### src/pkg/pmr_pkg.sv
// constants, field layouts and carriers for the per-port phy management registers
// assumes a 25 MHz device clock and a management frame port sampled on that clock
package pmr_pkg;

    // ----------------------------------------------------------------
    // register map
    // ----------------------------------------------------------------
    localparam int         PMR_ADDR_W      = 5;
    localparam int         PMR_REG_W       = 16;
    localparam logic [4:0] PMR_REG_CONTROL = 5'h00;
    localparam logic [4:0] PMR_REG_STATUS  = 5'h01;

    // ----------------------------------------------------------------
    // control register fields
    // ----------------------------------------------------------------
    localparam int PMR_CTL_SRESET  = 15;
    localparam int PMR_CTL_LOOP    = 14;
    localparam int PMR_CTL_SPEED   = 13;
    localparam int PMR_CTL_AN_EN   = 12;
    localparam int PMR_CTL_PWRDN   = 11;
    localparam int PMR_CTL_ISOLATE = 10;
    localparam int PMR_CTL_AN_RST  = 9;
    localparam int PMR_CTL_DUPLEX  = 8;

    localparam logic PMR_LOOP_RST   = 1'b0;
    localparam logic PMR_SPEED_RST  = 1'b1;
    localparam logic PMR_AN_EN_RST  = 1'b1;
    localparam logic PMR_ISO_RST    = 1'b0;
    localparam logic PMR_DUPLEX_RST = 1'b0;
    localparam logic PMR_PRE_RST    = 1'b0;

    // ----------------------------------------------------------------
    // status register fields
    // ----------------------------------------------------------------
    localparam int PMR_STS_PRE_SUP = 6;
    localparam int PMR_STS_AN_DONE = 5;
    localparam int PMR_STS_RFAULT  = 4;
    localparam int PMR_STS_LINK    = 2;
    localparam int PMR_STS_JABBER  = 1;

    // fixed capability bits: 14..11, 3 and 0 set, 15 clear
    localparam logic [15:0] PMR_STS_CAPS = 16'h7809;
    localparam logic [15:0] PMR_ZERO16   = 16'h0000;

    // ----------------------------------------------------------------
    // timing
    // ----------------------------------------------------------------
    localparam int PMR_CLK_PERIOD_NS  = 40;
    localparam int PMR_SRESET_NS      = 1000;
    localparam int PMR_SRESET_CYCLES  = (PMR_SRESET_NS + PMR_CLK_PERIOD_NS - 1)
                                        / PMR_CLK_PERIOD_NS;
    localparam int PMR_AN_RST_CYCLES  = 2;

    // ----------------------------------------------------------------
    // management frame layout
    // ----------------------------------------------------------------
    localparam int         PMR_PRE_FULL  = 32;
    localparam int         PMR_PRE_SUPP  = 2;
    localparam int         PMR_HDR_BITS  = 13;
    localparam int         PMR_TA_BITS   = 2;
    localparam int         PMR_DATA_BITS = 16;
    localparam logic [1:0] PMR_OP_READ   = 2'h2;
    localparam logic [1:0] PMR_OP_WRITE  = 2'h1;

    typedef enum logic [2:0] {
        PMR_FR_PRE,
        PMR_FR_HDR,
        PMR_FR_TA,
        PMR_FR_RD,
        PMR_FR_WR
    } pmr_frame_e;

    // ----------------------------------------------------------------
    // carriers
    // ----------------------------------------------------------------
    typedef struct packed {
        logic soft_reset;
        logic loopback;
        logic an_enabled;
        logic an_restart;
        logic speed_100;
        logic full_duplex;
        logic isolate;
        logic preamble_suppress;
    } pmr_ctrl_s;

    typedef struct packed {
        logic link_pass;
        logic jabber;
        logic far_fault;
        logic an_complete;
        logic fiber_mode;
        logic ten_base_t;
    } pmr_line_s;

endpackage : pmr_pkg

### src/rtl/pmr_sync3.sv
// three-stage input synchroniser, one lane per bit
// assumes inputs are asynchronous to clk; output moves once stages two and three agree
`timescale 1ns/1ps
module pmr_sync3
    import pmr_pkg::*;
#(
    parameter int W = 1
)
(
    input  wire logic         clk,
    input  wire logic         reset,
    input  wire logic         clk_en,
    input  wire logic [W-1:0] d,
    output logic      [W-1:0] q
);

    genvar i;
    generate
        for (i = 0; i < W; i++)
        begin : g_lane
            logic s1_r;
            logic s2_r;
            logic s3_r;
            logic q_r;

            always_ff @(posedge clk or posedge reset)
            begin
                if (reset)
                begin
                    s1_r <= 1'b0;
                    s2_r <= 1'b0;
                    s3_r <= 1'b0;
                    q_r  <= 1'b0;
                end
                else if (clk_en)
                begin
                    s1_r <= d[i];
                    s2_r <= s1_r;
                    s3_r <= s2_r;
                    if (s2_r == s3_r)
                    begin
                        q_r <= s3_r;
                    end
                end
            end

            assign q[i] = q_r;
        end
    endgenerate

endmodule : pmr_sync3

### src/rtl/pmr_regs.sv
// per-port phy control and status registers behind a serial management port
// assumes mdc is well below clk/4; line status comes from logic on clk
`timescale 1ns/1ps
module pmr_regs
    import pmr_pkg::*;
#(
    parameter logic [4:0] PHY_ADDR      = 5'h00,
    parameter int         SRESET_CYCLES = PMR_SRESET_CYCLES
)
(
    input  wire logic      clk,
    input  wire logic      reset,
    input  wire logic      clk_en,
    input  wire logic      mdc,
    input  wire logic      mdio_in,
    output logic           mdio_out,
    output logic           mdio_oe_n,
    input  wire logic      autoneg_enable_pin,
    input  wire logic      aux_restart_req,
    input  pmr_line_s      line,
    output pmr_ctrl_s      ctrl
);

    // ----------------------------------------------------------------
    // pin synchronisation
    // ----------------------------------------------------------------
    logic [2:0] pins_s;
    logic       mdc_s;
    logic       mdio_s;
    logic       an_pin_s;
    logic       mdc_prev_r;
    logic       mdc_rise;

    pmr_sync3 #(.W(3)) u_sync
    (
        .clk    (clk),
        .reset  (reset),
        .clk_en (clk_en),
        .d      ({mdc, mdio_in, autoneg_enable_pin}),
        .q      (pins_s)
    );

    assign mdc_s    = pins_s[2];
    assign mdio_s   = pins_s[1];
    assign an_pin_s = pins_s[0];
    assign mdc_rise = mdc_s & ~mdc_prev_r;

    always_ff @(posedge clk or posedge reset)
    begin
        if (reset)
        begin
            mdc_prev_r <= 1'b0;
        end
        else if (clk_en)
        begin
            mdc_prev_r <= mdc_s;
        end
    end

    // ----------------------------------------------------------------
    // register state declarations
    // ----------------------------------------------------------------
    // soft reset counter sized from the parameter so long settings are not cut short
    localparam int SR_W = $clog2(SRESET_CYCLES + 1);

    logic [SR_W-1:0] sr_cnt_r;
    logic        loop_r;
    logic        speed_r;
    logic        an_sw_r;
    logic        iso_r;
    logic        dup_r;
    logic [1:0]  an_rst_cnt_r;
    logic        pre_sup_r;
    logic        rf_r;
    logic        link_low_r;
    logic        jab_r;
    logic        link_prev_r;
    logic [2:0]  snap_r;
    logic        sr_busy;
    logic        an_en;
    logic [15:0] ctl_rd;
    logic [15:0] sts_rd;

    // ----------------------------------------------------------------
    // management frame receiver and transmitter
    // ----------------------------------------------------------------
    pmr_frame_e  fr_r;
    logic [5:0]  pre_cnt_r;
    logic [4:0]  bit_cnt_r;
    logic [11:0] hdr_r;
    logic [12:0] hdr_nxt;
    logic [4:0]  reg_r;
    logic        is_read_r;
    logic [15:0] rd_shift_r;
    logic [14:0] wr_shift_r;
    logic        mdio_out_r;
    logic        drive_r;
    logic [5:0]  pre_need;
    logic        hdr_last;
    logic        hdr_ok;
    logic        rd_start;
    logic        rd_end;
    logic        wr_commit;
    logic [15:0] wr_data;
    logic [15:0] rd_mux;

    assign pre_need  = pre_sup_r ? 6'(PMR_PRE_SUPP) : 6'(PMR_PRE_FULL);
    assign hdr_nxt   = {hdr_r, mdio_s};
    assign hdr_last  = (fr_r == PMR_FR_HDR) && (bit_cnt_r == 5'(PMR_HDR_BITS - 1));
    // start bit 0 was taken at preamble end; hdr_nxt[12] is the second start bit
    assign hdr_ok    = hdr_nxt[12] && (hdr_nxt[9:5] == PHY_ADDR)
                       && ((hdr_nxt[11:10] == PMR_OP_READ) || (hdr_nxt[11:10] == PMR_OP_WRITE));
    assign rd_start  = mdc_rise && hdr_last && hdr_ok && (hdr_nxt[11:10] == PMR_OP_READ);
    assign rd_end    = mdc_rise && (fr_r == PMR_FR_RD)
                       && (bit_cnt_r == 5'(PMR_DATA_BITS));
    assign wr_commit = mdc_rise && (fr_r == PMR_FR_WR)
                       && (bit_cnt_r == 5'(PMR_DATA_BITS - 1));
    assign wr_data   = {wr_shift_r, mdio_s};
    assign rd_mux    = (hdr_nxt[4:0] == PMR_REG_CONTROL) ? ctl_rd
                     : (hdr_nxt[4:0] == PMR_REG_STATUS)  ? sts_rd
                     : PMR_ZERO16;

    always_ff @(posedge clk or posedge reset)
    begin
        if (reset)
        begin
            fr_r       <= PMR_FR_PRE;
            pre_cnt_r  <= 6'h00;
            bit_cnt_r  <= 5'h00;
            hdr_r      <= 12'h000;
            reg_r      <= 5'h00;
            is_read_r  <= 1'b0;
            rd_shift_r <= 16'h0000;
            wr_shift_r <= 15'h0000;
            mdio_out_r <= 1'b1;
            drive_r    <= 1'b0;
        end
        else if (clk_en && mdc_rise)
        begin
            case (fr_r)
                PMR_FR_PRE:
                begin
                    if (mdio_s)
                    begin
                        if (pre_cnt_r != 6'(PMR_PRE_FULL))
                        begin
                            pre_cnt_r <= pre_cnt_r + 6'h01;
                        end
                    end
                    else if (pre_cnt_r >= pre_need)
                    begin
                        fr_r      <= PMR_FR_HDR;
                        bit_cnt_r <= 5'h00;
                        pre_cnt_r <= 6'h00;
                    end
                    else
                    begin
                        pre_cnt_r <= 6'h00;
                    end
                end
                PMR_FR_HDR:
                begin
                    hdr_r     <= hdr_nxt[11:0];
                    bit_cnt_r <= bit_cnt_r + 5'h01;
                    if (hdr_last)
                    begin
                        bit_cnt_r  <= 5'h00;
                        reg_r      <= hdr_nxt[4:0];
                        is_read_r  <= (hdr_nxt[11:10] == PMR_OP_READ);
                        rd_shift_r <= rd_mux;
                        fr_r       <= hdr_ok ? PMR_FR_TA : PMR_FR_PRE;
                    end
                end
                PMR_FR_TA:
                begin
                    bit_cnt_r <= bit_cnt_r + 5'h01;
                    if (is_read_r)
                    begin
                        // drive the second turnaround bit low
                        drive_r    <= 1'b1;
                        mdio_out_r <= 1'b0;
                        bit_cnt_r  <= 5'h00;
                        fr_r       <= PMR_FR_RD;
                    end
                    else if (bit_cnt_r == 5'(PMR_TA_BITS - 1))
                    begin
                        bit_cnt_r <= 5'h00;
                        fr_r      <= PMR_FR_WR;
                    end
                end
                PMR_FR_RD:
                begin
                    bit_cnt_r <= bit_cnt_r + 5'h01;
                    if (rd_end)
                    begin
                        drive_r    <= 1'b0;
                        mdio_out_r <= 1'b1;
                        fr_r       <= PMR_FR_PRE;
                    end
                    else
                    begin
                        mdio_out_r <= rd_shift_r[PMR_DATA_BITS-1];
                        rd_shift_r <= {rd_shift_r[14:0], 1'b0};
                    end
                end
                PMR_FR_WR:
                begin
                    wr_shift_r <= wr_data[14:0];
                    bit_cnt_r  <= bit_cnt_r + 5'h01;
                    if (wr_commit)
                    begin
                        fr_r <= PMR_FR_PRE;
                    end
                end
                default:
                begin
                    fr_r <= PMR_FR_PRE;
                end
            endcase
        end
    end

    assign mdio_out  = mdio_out_r;
    assign mdio_oe_n = ~drive_r;

    // ----------------------------------------------------------------
    // control register
    // ----------------------------------------------------------------
    logic ctl_wr;
    logic sts_wr;

    assign ctl_wr  = wr_commit && (reg_r == PMR_REG_CONTROL);
    assign sts_wr  = wr_commit && (reg_r == PMR_REG_STATUS);
    assign sr_busy = (sr_cnt_r != SR_W'(0));
    assign an_en   = an_pin_s & an_sw_r;

    always_ff @(posedge clk or posedge reset)
    begin
        if (reset)
        begin
            sr_cnt_r <= SR_W'(0);
            loop_r   <= PMR_LOOP_RST;
            speed_r  <= PMR_SPEED_RST;
            an_sw_r  <= PMR_AN_EN_RST;
            iso_r    <= PMR_ISO_RST;
            dup_r    <= PMR_DUPLEX_RST;
        end
        else if (clk_en)
        begin
            if (sr_busy)
            begin
                sr_cnt_r <= sr_cnt_r - SR_W'(1);
            end
            else if (ctl_wr && wr_data[PMR_CTL_SRESET])
            begin
                // soft reset restores defaults and drops the rest of this write
                sr_cnt_r <= SR_W'(SRESET_CYCLES);
                loop_r   <= PMR_LOOP_RST;
                speed_r  <= PMR_SPEED_RST;
                an_sw_r  <= PMR_AN_EN_RST;
                iso_r    <= PMR_ISO_RST;
                dup_r    <= PMR_DUPLEX_RST;
            end
            else if (ctl_wr)
            begin
                loop_r  <= wr_data[PMR_CTL_LOOP];
                speed_r <= wr_data[PMR_CTL_SPEED];
                iso_r   <= wr_data[PMR_CTL_ISOLATE];
                if (an_pin_s)
                begin
                    an_sw_r <= wr_data[PMR_CTL_AN_EN];
                end
                if (!wr_data[PMR_CTL_DUPLEX] || !an_en)
                begin
                    dup_r <= wr_data[PMR_CTL_DUPLEX];
                end
            end
        end
    end

    // ----------------------------------------------------------------
    // autoneg restart pulse
    // ----------------------------------------------------------------
    logic restart_req;

    assign restart_req = (ctl_wr && !sr_busy && wr_data[PMR_CTL_AN_RST]
                          && !wr_data[PMR_CTL_SRESET]) || aux_restart_req;

    always_ff @(posedge clk or posedge reset)
    begin
        if (reset)
        begin
            an_rst_cnt_r <= 2'h0;
        end
        else if (clk_en)
        begin
            if (restart_req && an_en)
            begin
                an_rst_cnt_r <= 2'(PMR_AN_RST_CYCLES);
            end
            else if (an_rst_cnt_r != 2'h0)
            begin
                an_rst_cnt_r <= an_rst_cnt_r - 2'h1;
            end
        end
    end

    // ----------------------------------------------------------------
    // status register: writable bit and latched events
    // ----------------------------------------------------------------
    logic rd_sts;

    assign rd_sts = rd_start && (hdr_nxt[4:0] == PMR_REG_STATUS);

    always_ff @(posedge clk or posedge reset)
    begin
        if (reset)
        begin
            pre_sup_r <= PMR_PRE_RST;
        end
        else if (clk_en && sts_wr)
        begin
            pre_sup_r <= wr_data[PMR_STS_PRE_SUP];
        end
    end

    always_ff @(posedge clk or posedge reset)
    begin
        if (reset)
        begin
            snap_r <= 3'h0;
        end
        else if (clk_en)
        begin
            if (rd_sts)
            begin
                snap_r <= {rf_r, link_low_r, jab_r};
            end
            else if (rd_end)
            begin
                snap_r <= 3'h0;
            end
        end
    end

    always_ff @(posedge clk or posedge reset)
    begin
        if (reset)
        begin
            rf_r        <= 1'b0;
            link_low_r  <= 1'b0;
            jab_r       <= 1'b0;
            link_prev_r <= 1'b0;
        end
        else if (clk_en)
        begin
            link_prev_r <= line.link_pass;
            // set wins over clear; clear only what the read reported
            rf_r <= (line.fiber_mode && line.far_fault)
                    || (rf_r && !(rd_end && snap_r[2] && !line.far_fault));
            link_low_r <= (link_prev_r && !line.link_pass)
                          || (link_low_r && !(rd_end && snap_r[1]));
            jab_r <= (line.ten_base_t && line.jabber)
                     || (jab_r && !(rd_end && snap_r[0]));
        end
    end

    // ----------------------------------------------------------------
    // read values and outputs
    // ----------------------------------------------------------------
    always_comb
    begin
        ctl_rd                  = PMR_ZERO16;
        ctl_rd[PMR_CTL_SRESET]  = sr_busy;
        ctl_rd[PMR_CTL_LOOP]    = loop_r;
        ctl_rd[PMR_CTL_SPEED]   = speed_r;
        ctl_rd[PMR_CTL_AN_EN]   = an_sw_r;
        ctl_rd[PMR_CTL_PWRDN]   = 1'b0;
        ctl_rd[PMR_CTL_ISOLATE] = iso_r;
        ctl_rd[PMR_CTL_AN_RST]  = 1'b0;
        ctl_rd[PMR_CTL_DUPLEX]  = dup_r;
    end

    always_comb
    begin
        sts_rd                  = PMR_STS_CAPS;
        sts_rd[PMR_STS_PRE_SUP] = pre_sup_r;
        sts_rd[PMR_STS_AN_DONE] = line.an_complete && an_en;
        sts_rd[PMR_STS_RFAULT]  = rf_r;
        sts_rd[PMR_STS_LINK]    = line.link_pass && !link_low_r;
        sts_rd[PMR_STS_JABBER]  = jab_r;
    end

    always_comb
    begin
        ctrl.soft_reset        = sr_busy;
        ctrl.loopback          = loop_r;
        ctrl.an_enabled        = an_en;
        ctrl.an_restart        = (an_rst_cnt_r != 2'h0);
        ctrl.speed_100         = an_en ? 1'b1 : speed_r;
        ctrl.full_duplex       = dup_r;
        ctrl.isolate           = iso_r;
        ctrl.preamble_suppress = pre_sup_r;
    end

endmodule : pmr_regs

### config.mk
export PLATFORM = sky130hd
export DESIGN_NAME = pmr_regs
export DESIGN_NICKNAME = d
export VERILOG_FILES = /design/src/pkg/pmr_pkg.sv /design/src/rtl/pmr_sync3.sv /design/src/rtl/pmr_regs.sv
export SDC_FILE = /design/constraint.sdc
export NUM_CORES = 1
export LEC_CHECK = 0
export ABC_CLOCK_PERIOD_IN_PS = 4100
export BUFFER_PORTS_ARGS = -buffer_cell sky130_fd_sc_hd__buf_2
export CORE_MARGIN = 4
export CORE_UTILIZATION = 68
export CTS_BUF_LIST = sky130_fd_sc_hd__clkbuf_8
export DETAILED_ROUTE_END_ITERATION = 6
export GPL_TIMING_DRIVEN = 0
export PLACE_DENSITY_LB_ADDON = 0.25
export SYNTH_ARGS = -nofsm -noshare
export SYNTH_HDL_FRONTEND = slang
export SYNTH_HIERARCHICAL = 1
export SYNTH_SLANG_ARGS = --single-unit
### constraint.sdc
create_clock -name clk -period 4.1 [get_ports clk]
set_input_delay 0.205 -clock clk [delete_from_list [all_inputs] [get_ports clk]]
set_output_delay 0.205 -clock clk [all_outputs]
set_load 0.01 [all_outputs]
==> key figures <==
Timing
  • RSZ-0062 raised after global routing: false
  • Sum Neg Setup Slack: 0 ps
  • Final setup violation count: 0
  • Fraction of the cycle the final worst path needs: 0.577
  • Clock Skews: 11.1 ps
  • Count of final hold-check violations: 0
  • Slew margin rel.: 0.606
  • Worst path setup slack after routing: 1740 ps
  • Minimum clock period after layout: 2360 ps
  • Slew at the pin closest to its max-slew limit: 587 ps
  • Fmax: 0.423 GHz
  • Count of pins over their slew limit: 0

CTS
  • Post-CTS sizing: 0
  • Clock Sinks: 98
  • Clock root buffer master: sky130_fd_sc_hd__clkbuf_8
  • Buffers inserted during post-CTS setup optimization: 0
  • CTS buffer count: 9
  • CTS H-tree lvls: 3
  • Worst-Skew Late Latency: 370 ps
  • Maximum count of clock buffers along a single path: 2
  • Clock transition time at the flip-flop clock pins of the worst setup and hold paths: 90 ps
  • TritonCTS clock tree: built

Synth
  • Mapped Nets: 481
  • Number of warnings issued by yosys: 6
  • Number of synthesized flops with an enable pin: 0
  • Synth Cell Area: 4850 um^2
  • Proportion of synthesized chip area in sequential cells: 0.507
  • Compound-Gate Fraction of Synth Area: 0.135
  • Synth Area in Simple Gates: 0.153
  • Synth async-reset ratio: 1.00
  • Synthesized-area fraction occupied by adder cells: 0.0310
  • Commonest cells post-synth: sky130_fd_sc_hd__dfrtp_1, sky130_fd_sc_hd__nand2_1, sky130_fd_sc_hd__mux2_2
  • Largest cells by area after synthesis: sky130_fd_sc_hd__dfrtp_1, sky130_fd_sc_hd__mux2_2, sky130_fd_sc_hd__nand2_1
  • Combinational family with the most area after synthesis: simple AND/OR/NAND/NOR gates
  • Post-synth top flop: sky130_fd_sc_hd__dfrtp_1
  • Post-synth top area share: 0.491
  • Xor/xnor share of the synthesized area: 0.00361
  • Multiplexer share of the synthesized area: 0.105
  • Number of distinct library cell variants in the gate-level netlist after synthesis: 60
  • Number of flip-flops and latches in the synthesized netlist: 98
  • Dominant cell by count in the synthesized netlist: sky130_fd_sc_hd__dfrtp_1
  • Mean instance size in the synthesized netlist: 10.6 um^2
  • Synth Instances: 456
  • Cell taking the most area after synthesis: sky130_fd_sc_hd__dfrtp_1

Global routing
  • Global-route wire length before repair: 17,000 um
  • Pin count of the biggest net entering global routing: 49
  • GR Util All Layers: 0.252
  • Number of global-route vias before repair: 3,638
  • Global route total overflow: 0
  • Antenna violations before repair: 0

Worst setup path
  • CP max FO: 7
  • Worst reg-to-reg path cell count: 7
  • Worst setup endpoint: fr_r[2]$_DFFE_PP0P_
  • Worst Path Arrival: 2610 ps
  • CP startpoint: u_sync/g_lane[2].q_r$_DFFE_PP0P_
  • R2R Setup Slk: 1740 ps
  • Worst r2r dst: fr_r[2]$_DFFE_PP0P_
  • CP required: 4350 ps
  • Reg2reg start: u_sync/g_lane[2].q_r$_DFFE_PP0P_
  • Crit. End Element: register
  • Worst setup SP type: register
  • Type of the worst setup path: register to register

Die
  • Initial Util: 0.705
  • Floorplan row count: 30
  • Area of the die: 8540 um^2
  • Die boundary width: 92.4 um
  • Floorplan die height: 92.4 um
  • I/O Pins: 23
  • Core Region: 6870 um^2

Min path
  • Instance count along the most critical hold path: 2
  • Classification of the worst-slack hold path: input pin to register

Finish
  • Net count reported at finish: 516
  • P&R area growth vs syn: 9.86%
  • Antenna cells: 0
  • Share of final-layout standard cells stronger than drive strength 1: 0.226
  • Final non-filler cell area: 5320 um^2

Power
  • Power density normalized to cell area: 389 nW/um^2
  • Design Power: 0.00207 W
  • Largest voltage drop on the vdd net: 0.257 mV
  • Reported leakage power: 2.53 nW

Placement
  • Port Buffer Count: 22
  • Half-perimeter wire length after placement: 7010 um
  • Placed cell areas: 5110 um^2
  • Routability-driven placement congestion ratio: 0.845
  • Post-place setup slack: 1770 ps

Routing
  • Via count: 3,521
  • Number of search-and-repair iterations in the first detailed-routing pass: 6
  • Post-Route WL: 9780 um
  • Residual DRC count: 0
  • Mean number of vias per cell: 5.95
  • DR iter-0 viols: 206
  • Routed length per placed instance: 16.5 um
  • Antenna Nets Post-Route: 0

Status
  • Outcome: finished clean

Job
  • Max-cap violation count: 0
worst min path at each step:
stage	from	endpoint	slack [ps]
floorplan	reset	u_sync/g_lane[0].q_r$_DFFE_PP0P_	70
global placement	reset	u_sync/g_lane[1].s1_r$_DFFE_PP0P_	230
detailed placement	reset	u_sync/g_lane[2].s1_r$_DFFE_PP0P_	270
CTS	mdio_in	u_sync/g_lane[1].s1_r$_DFFE_PP0P_	60
global route	mdc	u_sync/g_lane[2].s1_r$_DFFE_PP0P_	70
finish	mdio_in	u_sync/g_lane[1].s1_r$_DFFE_PP0P_	70
what timing repair did:
action	CTS	global route
hold buffers	1	0
endpoints found under the setup margin	0	0
endpoints found under the hold margin	49	0
final cells by class:
type	instances	area, um^2
plain buffers	30	203
fillers	451	1550
multi-input cells	297	2070
well taps	96	120
clock buffers	12	165
inverters	31	119
clock inverters	4	42.5
flip-flops and latches	98	2460
repair buffers	24	148
cell families (layout without fill, tap and decap cells):
logic type / count (synthesis) / in the layout
and+or+nand+nor: 142 / 142
DFF: 98 / 98
adders and majority gates: 12 / 12
AOI/OAI and AO/OA: 97 / 97
buffers and inverters: 61 / 101
xor gates and xnor gates: 2 / 2
muxes: 44 / 44
report_power, final:
group / switching [W] / total [W] / internal, W
clock network: 0.000316 / 0.000643 / 0.000327
logic: 0.000197 / 0.000336 / 0.000139
registers: 0.0000592 / 0.00109 / 0.00103
total: 0.000572 / 0.00207 / 0.00150
placed cells by master (no fill, tap or decap), types with 12 or more instances in the layout:
cell,instances
sky130_fd_sc_hd__dfrtp_1,95
sky130_fd_sc_hd__nand2_1,45
sky130_fd_sc_hd__mux2_2,39
sky130_fd_sc_hd__inv_1,32
sky130_fd_sc_hd__o21ai_0,31
sky130_fd_sc_hd__buf_2,24
sky130_fd_sc_hd__nor2_1,24
sky130_fd_sc_hd__a21oi_1,16
sky130_fd_sc_hd__nand3_1,14
sky130_fd_sc_hd__clkbuf_8,13
sky130_fd_sc_hd__clkbuf_1,12
sky130_fd_sc_hd__ha_1,12
worst max-delay path, stage by stage (launching register included):
cell and delay [ps]:
sky130_fd_sc_hd__dfrtp_1 390, sky130_fd_sc_hd__buf_4 150, sky130_fd_sc_hd__nor2b_1 240, sky130_fd_sc_hd__and4_1 220, sky130_fd_sc_hd__clkbuf_1 250, sky130_fd_sc_hd__nor2_1 90
sky130_fd_sc_hd__a211oi_1 520, sky130_fd_sc_hd__mux2_2 400
per-layer routing:
metal | part of all wire | GRT usage
met4 | 0.020 | 0.105
met1 | 0.43 | 0.327
met5 | 0 | 0
met2 | 0.50 | 0.428
met3 | 0.042 | 0.0317
stage by stage:
step                      hold slack [ps]  cells  utilization
after global placement                229    574        0.739
after detailed placement              271    575        0.743
after global routing                 72.7    592        0.775
after CTS                            57.8    592        0.775
after floorplan                      69.7    456            -
final                                67.1    592        0.775
state kept, by name, indices dropped and copies added (netlist names), 2 cells and up:
name                flops
reg_r                   5
u_sync/g_lane.s1_r      3
wr_shift_r             15
snap_r                  3
rd_shift_r             16
pre_cnt_r               6
bit_cnt_r               5
fr_r                    3
u_sync/g_lane.q_r       3
hdr_r                  12
u_sync/g_lane.s2_r      3
sr_cnt_r                5
an_rst_cnt_r            2
u_sync/g_lane.s3_r      3
Power figures use the tool's default switching activity.
